## src/handler_dispatch_pkg.sv

```systemverilog
// Purpose: shared constants and carriers for the handler dispatch unit
// Assumes: 64-bit program counter, 100 MHz core clock
// Notes:   entry offsets are byte offsets from the handler base
package handler_dispatch_pkg;

    // ========================================================
    // widths
    localparam int PC_W       = 64;
    localparam int FUNC_W     = 8;
    localparam int SCRATCH_N  = 24;
    localparam int SHADOW_N   = 8;

    // ========================================================
    // entry offsets
    localparam logic [15:0] OFS_RESET   = 16'h0000;
    localparam logic [15:0] OFS_INSTRUCTION_ACCESS_VIOLATION_ENTRY = 16'h0080;
    localparam logic [15:0] OFS_INTR    = 16'h0100;
    localparam logic [15:0] OFS_ITMISS  = 16'h0180;
    localparam logic [15:0] OFS_DMISS1  = 16'h0200;
    localparam logic [15:0] OFS_DMISS2  = 16'h0280;
    localparam logic [15:0] OFS_UNALIGNED_ENTRY = 16'h0300;
    localparam logic [15:0] OFS_DATA_FAULT_ENTRY  = 16'h0380;
    localparam logic [15:0] OFS_MCHECK  = 16'h0400;
    localparam logic [15:0] OFS_ILLEGAL = 16'h0480;
    localparam logic [15:0] OFS_ARITHMETIC_EXCEPTION_ENTRY   = 16'h0500;
    localparam logic [15:0] OFS_FLTDIS  = 16'h0580;

    // ========================================================
    // handler-call layout
    localparam int  CALL_BASE_LSB = 14;
    localparam int  CALL_FLAG_BIT = 13;
    localparam int  CALL_HI_BIT   = 12;
    localparam int  CALL_IDX_LSB  = 6;
    localparam logic [7:0] FUNC_PRIV_MAX   = 8'h3F;
    localparam logic [7:0] FUNC_BAD_LO     = 8'h40;
    localparam logic [7:0] FUNC_BAD_HI     = 8'h7F;
    localparam logic [7:0] FUNC_UNPRIV_MAX = 8'hBF;
    localparam logic [1:0] MODE_KERNEL     = 2'h0;

    // ========================================================
    // reset values and timing
    localparam logic [63:0] BASE_RESET = 64'h0000_0000_0000_0000;
    localparam int BARRIER_CYC = 1;
    localparam int FLOW_MIN_CYC = 2;

    // ========================================================
    // shadowed register numbers
    localparam logic [4:0] SHADOW_LO = 5'h08;
    localparam logic [4:0] SHADOW_HI = 5'h0E;
    localparam logic [4:0] SHADOW_X  = 5'h19;

    // trap requests, one bit per source
    typedef struct packed {
        logic instruction_access_violation_entry;
        logic intr;
        logic itmiss;
        logic dmiss1;
        logic dmiss2;
        logic unaligned_entry;
        logic data_fault_entry;
        logic mcheck;
        logic illegal;
        logic arithmetic_exception_entry;
        logic fltdis;
    } trap_req_t;

    // register-file access from the execution pipe
    typedef struct packed {
        logic       we;
        logic [4:0] num;
        logic [63:0] wdata;
    } gpr_acc_t;

endpackage : handler_dispatch_pkg

```

## src/privileged_handler_dispatch.sv

```systemverilog
// Purpose: steer the core into and out of privileged handler mode
// Assumes: pipeline reports drain completion; one event at a time
// Notes:   target pc goes out registered with a one-cycle valid
//
// The placing of the registers and the strobed register port were chosen for this implementation.
`timescale 1ns/1ps
`default_nettype none

module privileged_handler_dispatch #(
    parameter int SCRATCH_N = handler_dispatch_pkg::SCRATCH_N
) (
    // clock and reset
    input  wire logic                        i_ref_clk,
    input  wire logic                        i_rst_n,
    // trap sources from the pipeline
    input  wire handler_dispatch_pkg::trap_req_t i_trap,
    input  wire logic                        i_replay,
    input  wire logic                        i_dsign_err,
    input  wire logic                        i_icache_miss,
    input  wire logic                        i_float_op,
    input  wire logic                        i_float_bad_type,
    input  wire logic                        i_trap_precise,
    input  wire logic [63:0]                 i_trap_pc,
    input  wire logic [63:0]                 i_later_pc,
    // handler call and return
    input  wire logic                        i_call,
    input  wire logic [7:0]                  i_call_func,
    input  wire logic [63:0]                 i_call_next_pc,
    input  wire logic                        i_return,
    input  wire logic                        i_drained,
    // internal register moves
    input  wire logic                        i_ipr_wr,
    input  wire logic                        i_ipr_rd,
    input  wire logic [5:0]                  i_ipr_sel,
    input  wire logic [63:0]                 i_ipr_wdata,
    input  wire logic                        i_shadow_enable,
    input  wire logic                        i_float_enable,
    input  wire logic [1:0]                  i_current_mode_field,
    // general register access from execution
    input  wire handler_dispatch_pkg::gpr_acc_t i_gpr,
    // outputs to fetch and issue
    output logic                             o_redirect,
    output logic [63:0]                      o_target_pc,
    output logic [63:0]                      o_fetch_pc,
    output logic                             o_priv_mode,
    output logic                             o_istream_map_en,
    output logic                             o_dstream_map_en,
    output logic                             o_intr_en,
    output logic                             o_drain_req,
    output logic                             o_issue_stall,
    output logic                             o_call_issue_e1,
    output logic                             o_rps_push,
    output logic [63:0]                      o_rps_pc,
    output logic [63:0]                      o_exception_return_address,
    output logic [63:0]                      o_ipr_rdata,
    output logic                             o_shadow_hit,
    output logic [63:0]                      o_shadow_rdata
);

    // ========================================================
    // state
    typedef enum logic [2:0] {
        ST_RUN, ST_DRAIN, ST_ISSUE, ST_FLOW
    } disp_st_t;

    disp_st_t    st_q, st_d;
    logic [63:0] base_q, base_d;
    logic [63:0] era_q, era_d;
    logic [63:0] tgt_q, tgt_d;
    logic        priv_q, priv_d;
    logic        redir_q, redir_d;
    logic        push_q, push_d;
    logic [63:0] rps_q, rps_d;
    logic [1:0]  cnt_q, cnt_d;
    logic [63:0] scratch_q [SCRATCH_N];
    logic [63:0] shadow_q [handler_dispatch_pkg::SHADOW_N];
    logic [63:0] rdata_q, rdata_d;

    // base plus offset with the mode flag set
    function automatic logic [63:0] entry_pc(
        input logic [63:0] base, input logic [15:0] ofs);
        entry_pc = {base[63:16], base[15:0] + ofs} |
                   64'h0000_0000_0000_0001;
    endfunction : entry_pc

    // map a register number to its shadow slot, 8 means none
    function automatic logic [3:0] shadow_slot(input logic [4:0] n);
        if (n >= handler_dispatch_pkg::SHADOW_LO &&
            n <= handler_dispatch_pkg::SHADOW_HI)
            shadow_slot = {1'b0, 3'(n - handler_dispatch_pkg::SHADOW_LO)};
        else if (n == handler_dispatch_pkg::SHADOW_X)
            shadow_slot = 4'h7;
        else
            shadow_slot = 4'h8;
    endfunction : shadow_slot

    // ========================================================
    // trap selection
    logic        fltdis;
    logic        dmiss1_eff;
    logic        dmiss2_eff;
    logic        any_trap;
    logic [15:0] trap_ofs;
    logic        func_bad;
    logic [63:0] call_pc;

    always_comb begin
        fltdis     = i_trap.fltdis ||
                     (i_float_op && (!i_float_enable || i_float_bad_type));
        dmiss1_eff = i_trap.dmiss1 && !i_dsign_err;
        dmiss2_eff = i_trap.dmiss2 && !i_dsign_err;
        any_trap   = !i_replay && (i_trap.instruction_access_violation_entry || i_trap.intr ||
                     i_trap.itmiss || dmiss1_eff || dmiss2_eff ||
                     i_trap.unaligned_entry || i_trap.data_fault_entry || i_trap.mcheck ||
                     i_trap.illegal || i_trap.arithmetic_exception_entry || fltdis);
        trap_ofs   = handler_dispatch_pkg::OFS_FLTDIS;
        if (i_trap.arithmetic_exception_entry)   trap_ofs = handler_dispatch_pkg::OFS_ARITHMETIC_EXCEPTION_ENTRY;
        if (i_trap.illegal) trap_ofs = handler_dispatch_pkg::OFS_ILLEGAL;
        if (i_trap.mcheck)  trap_ofs = handler_dispatch_pkg::OFS_MCHECK;
        if (i_trap.data_fault_entry)  trap_ofs = handler_dispatch_pkg::OFS_DATA_FAULT_ENTRY;
        if (i_trap.unaligned_entry) trap_ofs = handler_dispatch_pkg::OFS_UNALIGNED_ENTRY;
        if (dmiss2_eff)     trap_ofs = handler_dispatch_pkg::OFS_DMISS2;
        if (dmiss1_eff)     trap_ofs = handler_dispatch_pkg::OFS_DMISS1;
        if (i_icache_miss) begin
            if (i_trap.intr)   trap_ofs = handler_dispatch_pkg::OFS_INTR;
            if (i_trap.itmiss) trap_ofs = handler_dispatch_pkg::OFS_ITMISS;
        end else begin
            if (i_trap.itmiss) trap_ofs = handler_dispatch_pkg::OFS_ITMISS;
            if (i_trap.intr)   trap_ofs = handler_dispatch_pkg::OFS_INTR;
        end
        if (i_trap.instruction_access_violation_entry) trap_ofs = handler_dispatch_pkg::OFS_INSTRUCTION_ACCESS_VIOLATION_ENTRY;

        func_bad = (i_call_func >= handler_dispatch_pkg::FUNC_BAD_LO &&
                    i_call_func <= handler_dispatch_pkg::FUNC_BAD_HI) ||
                   (i_call_func > handler_dispatch_pkg::FUNC_UNPRIV_MAX) ||
                   (i_call_func <= handler_dispatch_pkg::FUNC_PRIV_MAX &&
                    i_current_mode_field !=
                    handler_dispatch_pkg::MODE_KERNEL);
        // bit 13 set gives 2000, plus bit 12 gives 3000
        call_pc = {base_q[63:handler_dispatch_pkg::CALL_BASE_LSB], 1'b1,
                   i_call_func[7], i_call_func[5:0], 5'h00, 1'b1};
    end

    // ========================================================
    // dispatch sequencer
    always_comb begin
        st_d    = st_q;
        base_d  = base_q;
        era_d   = era_q;
        tgt_d   = tgt_q;
        priv_d  = priv_q;
        redir_d = 1'b0;
        push_d  = 1'b0;
        rps_d   = rps_q;
        cnt_d   = cnt_q;
        rdata_d = rdata_q;
        if (i_ipr_wr && priv_q && i_ipr_sel == 6'h3F)
            base_d = i_ipr_wdata;
        if (i_ipr_rd)
            rdata_d = (i_ipr_sel == 6'h3F) ? base_q :
                      (i_ipr_sel == 6'h3E) ? era_q :
                      (i_ipr_sel < 6'(SCRATCH_N)) ?
                      scratch_q[5'(i_ipr_sel)] :
                      64'h0000_0000_0000_0000;
        case (st_q)
            ST_RUN: begin
                if (i_return && priv_q) begin
                    tgt_d   = era_q;
                    priv_d  = era_q[0];
                    redir_d = 1'b1;
                end else if (any_trap || i_call) begin
                    st_d = ST_DRAIN;
                end
            end
            ST_DRAIN: begin
                if (i_drained) begin
                    st_d = ST_ISSUE;
                    if (any_trap) begin
                        era_d  = i_trap_pc;
                        tgt_d  = entry_pc(base_q, trap_ofs);
                        rps_d  = i_trap_precise ? i_trap_pc :
                                 i_later_pc;
                    end else begin
                        era_d  = i_call_next_pc;
                        rps_d  = i_call_next_pc;
                        tgt_d  = func_bad ?
                            entry_pc(base_q,
                                     handler_dispatch_pkg::OFS_ILLEGAL) :
                            call_pc;
                    end
                    push_d = 1'b1;
                end
            end
            ST_ISSUE: begin
                redir_d = 1'b1;
                priv_d  = 1'b1;
                cnt_d   = 2'(handler_dispatch_pkg::FLOW_MIN_CYC - 1);
                st_d    = ST_FLOW;
            end
            ST_FLOW: begin
                // hold the flow for its minimum length
                if (cnt_q == 2'h0) st_d = ST_RUN;
                else cnt_d = cnt_q - 2'h1;
            end
            default: st_d = ST_RUN;
        endcase
    end

    always_ff @(posedge i_ref_clk or negedge i_rst_n) begin
        if (!i_rst_n) begin
            st_q    <= ST_ISSUE;
            base_q  <= handler_dispatch_pkg::BASE_RESET;
            era_q   <= 64'h0000_0000_0000_0000;
            tgt_q   <= handler_dispatch_pkg::BASE_RESET |
                       64'h0000_0000_0000_0001;
            priv_q  <= 1'b1;
            redir_q <= 1'b0;
            push_q  <= 1'b0;
            rps_q   <= 64'h0000_0000_0000_0000;
            cnt_q   <= 2'h0;
            rdata_q <= 64'h0000_0000_0000_0000;
        end else begin
            st_q    <= st_d;
            base_q  <= base_d;
            era_q   <= era_d;
            tgt_q   <= tgt_d;
            priv_q  <= priv_d;
            redir_q <= redir_d;
            push_q  <= push_d;
            rps_q   <= rps_d;
            cnt_q   <= cnt_d;
            rdata_q <= rdata_d;
        end
    end

    // ========================================================
    // scratch and shadow storage, data only, no reset needed
    logic [3:0] wslot;
    logic [3:0] rslot;
    logic       shadow_on;

    always_comb begin
        shadow_on = priv_q && i_shadow_enable;
        wslot     = shadow_slot(i_gpr.num);
        rslot     = shadow_slot(i_gpr.num);
    end

    always_ff @(posedge i_ref_clk) begin
        if (i_ipr_wr && i_ipr_sel < 6'(SCRATCH_N))
            scratch_q[5'(i_ipr_sel)] <= i_ipr_wdata;
        if (i_gpr.we && shadow_on && !wslot[3])
            shadow_q[wslot[2:0]] <= i_gpr.wdata;
    end

    // ========================================================
    // outputs
    assign o_redirect       = redir_q;
    assign o_target_pc      = tgt_q;
    assign o_fetch_pc       = {tgt_q[63:2], 2'b00};
    assign o_priv_mode      = priv_q;
    assign o_istream_map_en = !priv_q;
    assign o_dstream_map_en = 1'b1;
    assign o_intr_en        = !priv_q;
    assign o_drain_req      = (st_q == ST_DRAIN);
    assign o_issue_stall    = (st_q != ST_RUN);
    assign o_call_issue_e1  = (st_q == ST_ISSUE) && i_call;
    assign o_rps_push       = push_q;
    assign o_rps_pc         = rps_q;
    assign o_exception_return_address = era_q;
    assign o_ipr_rdata      = rdata_q;
    assign o_shadow_hit     = shadow_on && !rslot[3];
    assign o_shadow_rdata   = shadow_q[rslot[2:0]];
endmodule : privileged_handler_dispatch

`default_nettype wire

```

## config.mk

```make
export PLATFORM = sky130hd
export DESIGN_NAME = privileged_handler_dispatch
export DESIGN_NICKNAME = d
export VERILOG_FILES = /design/src/handler_dispatch_pkg.sv /design/src/privileged_handler_dispatch.sv
export SDC_FILE = /design/constraint.sdc
export NUM_CORES = 2
export LEC_CHECK = 0
export BUFFER_PORTS_ARGS = -buffer_cell sky130_fd_sc_hd__buf_4
export CAP_MARGIN = 20
export CORE_MARGIN = 8
export CORE_UTILIZATION = 40
export CTS_CLUSTER_DIAMETER = 50
export DETAILED_ROUTE_END_ITERATION = 7
export GPL_TIMING_DRIVEN = 0
export PLACE_DENSITY = 0.59
export SETUP_SLACK_MARGIN = 0.2
export SKIP_CTS_REPAIR_TIMING = 1
export SLEW_MARGIN = 30
export SYNTH_ARGS = -nofsm -noshare
export SYNTH_HDL_FRONTEND = slang
export SYNTH_SLANG_ARGS = --single-unit
```

## constraint.sdc

```tcl
create_clock -name i_ref_clk -period 3.3 [get_ports i_ref_clk]
set_input_delay 0.33 -clock i_ref_clk [delete_from_list [all_inputs] [get_ports i_ref_clk]]
set_output_delay 0.33 -clock i_ref_clk [all_outputs]
set_load 0.03 [all_outputs]
```

==> results.tsv <==
stage	metric	value	unit
status	status	complete, but fails checks	
status	violations	negative hold slack	
cells_and_area	final_nets	6947	
timing	worst_pin_slew	1.09	ns
global_routing	grt_remaining_overflow	0	
worst_setup_path	cp.arrival	3.69	ns
power_and_ir_drop	ir_drop	0.631	mV
timing	rsz0062_at_grt	yes	
yosys	synthXorXnorAreaFrac	0.000379	
global_routing	grt_pass1_vias	55200	
yosys	syn_inst	5026	
clock_network	cts_tree	built	
power_and_ir_drop	p_per_area	684	nW/um^2
floorplan	die_w	497	um
timing	setup_violations	0	
yosys	synth_top_family_by_area	multiplexers	
yosys	synth_mux_area_frac	0.129	
yosys	synth_edf_count	2048	
cells_and_area	final_cells	9834	
yosys	async_flop_share	0.138	
cells_and_area	drive_gt1_frac	0.311	
timing	hold_slack	-0.0519	ns
drt	num_vias	57000	
drt	drc_errors	0	
timing	finalMaxSlewViolations	0	
worst_hold_path	min_path_type	in2reg	
clock_network	path_clk_slew	0.06	ns
floorplan	core	230000	um^2
floorplan	dieHeight	497	um
yosys	yosys.area_share.simple	0.0350	
timing	min_period_over_period	0.941	
floorplan	start_util	0.402	
drt	antenna_left	0	
drt	dr.pass1.iters	6	
worst_setup_path	criticalPathCategory	in2reg	
cells_and_area	fill_cells	18400	
cells_and_area	stdcell_area	119000	um^2
yosys	synth-main-ff-cell	edfxtp_1	
clock_network	h-tree-depth	5	
drt	wl	318000	um
job	drv_cap	0	
place	hpwl	223000	um
clock_network	clk_latency	0.92	ns
cells_and_area	final_core_util	0.516	
cells_and_area	area.growth.synth_to_final	28.3	%
global_routing	gr-usage-all-layers	0.246	
global_routing	grt_max_degree	84	
worst_setup_path	crit_path_start_kind	primary input	
yosys	ys_types	61	
place	gp_congestion	0.893	
clock_network	clock_sinks	2375	
floorplan	rows	176	
power_and_ir_drop	p_leak	42.3	nW
yosys	yosysWarnings	0	
place	portBuffers	755	
clock_network	root_buffer	clkbuf_16	
worst_setup_path	endpoint_kind	register	
place	dpl.cell_count	8945	
worst_setup_path	required	3.89	ns
yosys	synth_compound_area_frac	0.0591	
drt	via_per_inst	5.80	
timing	skew	0.0857	ns
floorplan	dieArea	247000	um^2
place	dpl_cell_area	106000	um^2
clock_network	cts_buffer_depth	4	
drt	dr.first_iter.drc_count	6331	
yosys	synthAdderAreaFrac	0.00170	
yosys	syn_area	92500	um^2
timing	final-hold-violation-count	2	
global_routing	grt_pass1_wl	435000	um
yosys	synth.yosys.seq_area_share	0.753	
yosys	synth.avg_cell_area	18.4	um^2
timing	slew_headroom	0.272	
timing	max_freq	322	MHz
drt	wire_per_inst	32.3	um
timing	finalCriticalPeriod	3.10	ns
timing	final.setup.tns	0	ns
global_routing	antenna_found_initial	37	
clock_network	cts_buffers	284	
yosys	ys_seq_elements	2375	
worst_setup_path	cp_max_fo	13	
floorplan	ios	762	
report_power, final:
group / internal, W / switching (W)
registers: 0.0342 / 0.00192
clock network: 0.0179 / 0.0122
logic: 0.00532 / 0.00953
cell type report:
| cell class | count | area [um^2] | share of cell area |
|---|---|---|---|
| Buffer | 384 | 2080 | 0.0176 |
| Sequential cell | 2375 | 69700 | 0.587 |
| Antenna cell | 30 | 75.1 | 0.000633 |
| Tap cell | 3026 | 3790 | 0.0319 |
| Multi-Input combinational cell | 2247 | 21100 | 0.178 |
| Timing Repair Buffer | 1255 | 12900 | 0.109 |
| Inverter | 20 | 75.1 | 0.000633 |
| Clock inverter | 133 | 1260 | 0.0106 |
| Clock buffer | 364 | 7700 | 0.0648 |
worst max-delay path, stage by stage:
cell     delay [ns]
buf_2          0.49
buf_2          0.48
buf_2          0.37
nand4_1        0.64
nor2_4         0.71
buf_16         0.24
buf_16         0.18
buf_16         0.17
metrics by stage:
step                      setup slack, ns  power [W]
after floorplan                    -0.286     0.0434
after global placement              -4.12     0.0508
after detailed placement            -1.30     0.0512
after CTS                           -1.16     0.0811
after global routing                0.198     0.0835
final                               0.196     0.0811
metal layers:
layer / GRT usage / wire, um / vias up
li1: - / - / 23500
met1: 0.323 / 124000 / 30000
met2: 0.399 / 152000 / 2947
met3: 0.0543 / 26500 / 587
met4: 0.100 / 14700 / 8
met5: 0 / 56 / -
cells by family (layout without fill, tap and decap cells):
family          count (synthesis)  in the layout
compound gates                760            760
xor+xnor                        4              4
fa+ha+maj                      12             12
buf+inv                       405           2156
flops                        2375           2375
mux                           695            695
other cells                     2             33
simple gates                  773            773
registers in the layout, indices dropped and copies added, names as in the netlist:
name                        flops
scratch_q                    1536
st_q                            2
o_redirect                      1
o_rps_push                      1
o_ipr_rdata                    64
o_rps_pc                       64
o_target_pc                    64
o_exception_return_address     64
o_priv_mode                     1
shadow_q                      512
base_q                         64
cnt_q                           2
synth_stat cells (3+ instances only):
library cell | n | share of area
nand3_1 | 133 | 0.0072
nor2_1 | 235 | 0.0095
a211o_1 | 5 | 0.00047
nor3b_1 | 3 | 0.00024
buf_2 | 37 | 0.0020
or3_1 | 6 | 0.00041
mux2_2 | 128 | 0.016
buf_1 | 39 | 0.0016
mux4_2 | 384 | 0.093
o21ai_0 | 208 | 0.011
dfstp_2 | 3 | 0.00085
a222oi_1 | 64 | 0.0069
a22o_1 | 62 | 0.0059
nand2b_1 | 6 | 0.00041
xnor2_1 | 3 | 0.00028
and3_1 | 17 | 0.0011
nand4_1 | 7 | 0.00047
o21bai_1 | 3 | 0.00024
a221oi_1 | 131 | 0.012
a211oi_1 | 68 | 0.0055
mux2i_1 | 183 | 0.020
dfrtp_1 | 324 | 0.088
nor3_1 | 9 | 0.00049
buf_6 | 16 | 0.0019
edfxtp_1 | 2048 | 0.66
a22oi_1 | 132 | 0.011
buf_4 | 79 | 0.0064
o31ai_1 | 3 | 0.00024
nand2_1 | 343 | 0.014
a21oi_1 | 65 | 0.0035
nand3b_1 | 4 | 0.00032
o21a_1 | 3 | 0.00024
inv_1 | 20 | 0.00081
clkbuf_1 | 214 | 0.0087
ha_1 | 11 | 0.0015
cells in the final DEF, fill, tap and decap left out, types with 24 or more instances in the layout:
cell / count
nor2_1: 210
a221oi_1: 131
a22oi_1: 132
dfrtp_1: 323
nand3_1: 133
nor2_4: 24
a22o_1: 62
a211oi_1: 68
mux4_2: 384
edfxtp_1: 2048
buf_4: 842
mux2i_1: 183
buf_2: 43
dlygate4sd3_1: 353
clkinv_1: 32
buf_1: 26
buf_16: 117
a222oi_1: 64
mux2_2: 128
o21ai_0: 206
clkbuf_2: 88
diode_2: 30
clkinv_2: 37
nand2_1: 341
a21oi_1: 64
clkbuf_1: 180
clkbuf_16: 291
path summary, 6_finish.rpt:
check / from / depth (start not counted) / slack, ns / end
worst max-delay path: i_ipr_sel[1] / 8 / 0.20 / scratch_q[19][13]$_DFFE_PP_
worst min-delay path: i_call_func[2] / 5 / -0.05 / o_target_pc[8]$_DFFE_PN0P_
worst max register to register: o_priv_mode$_DFFE_PN1P_ / 5 / 0.28 / base_q[61]$_DFFE_PN0P_
worst min register to register: o_rps_pc[60]$_DFFE_PN0P_ / 2 / 0.48 / o_rps_pc[60]$_DFFE_PN0P_
max in group asynchronous: i_rst_n / 4 / 2.35 / o_target_pc[46]$_DFFE_PN0P_
min in group asynchronous: i_rst_n / 2 / 0.04 / st_q[1]$_DFFE_PN1P_
(Power assumes the default switching activity.)
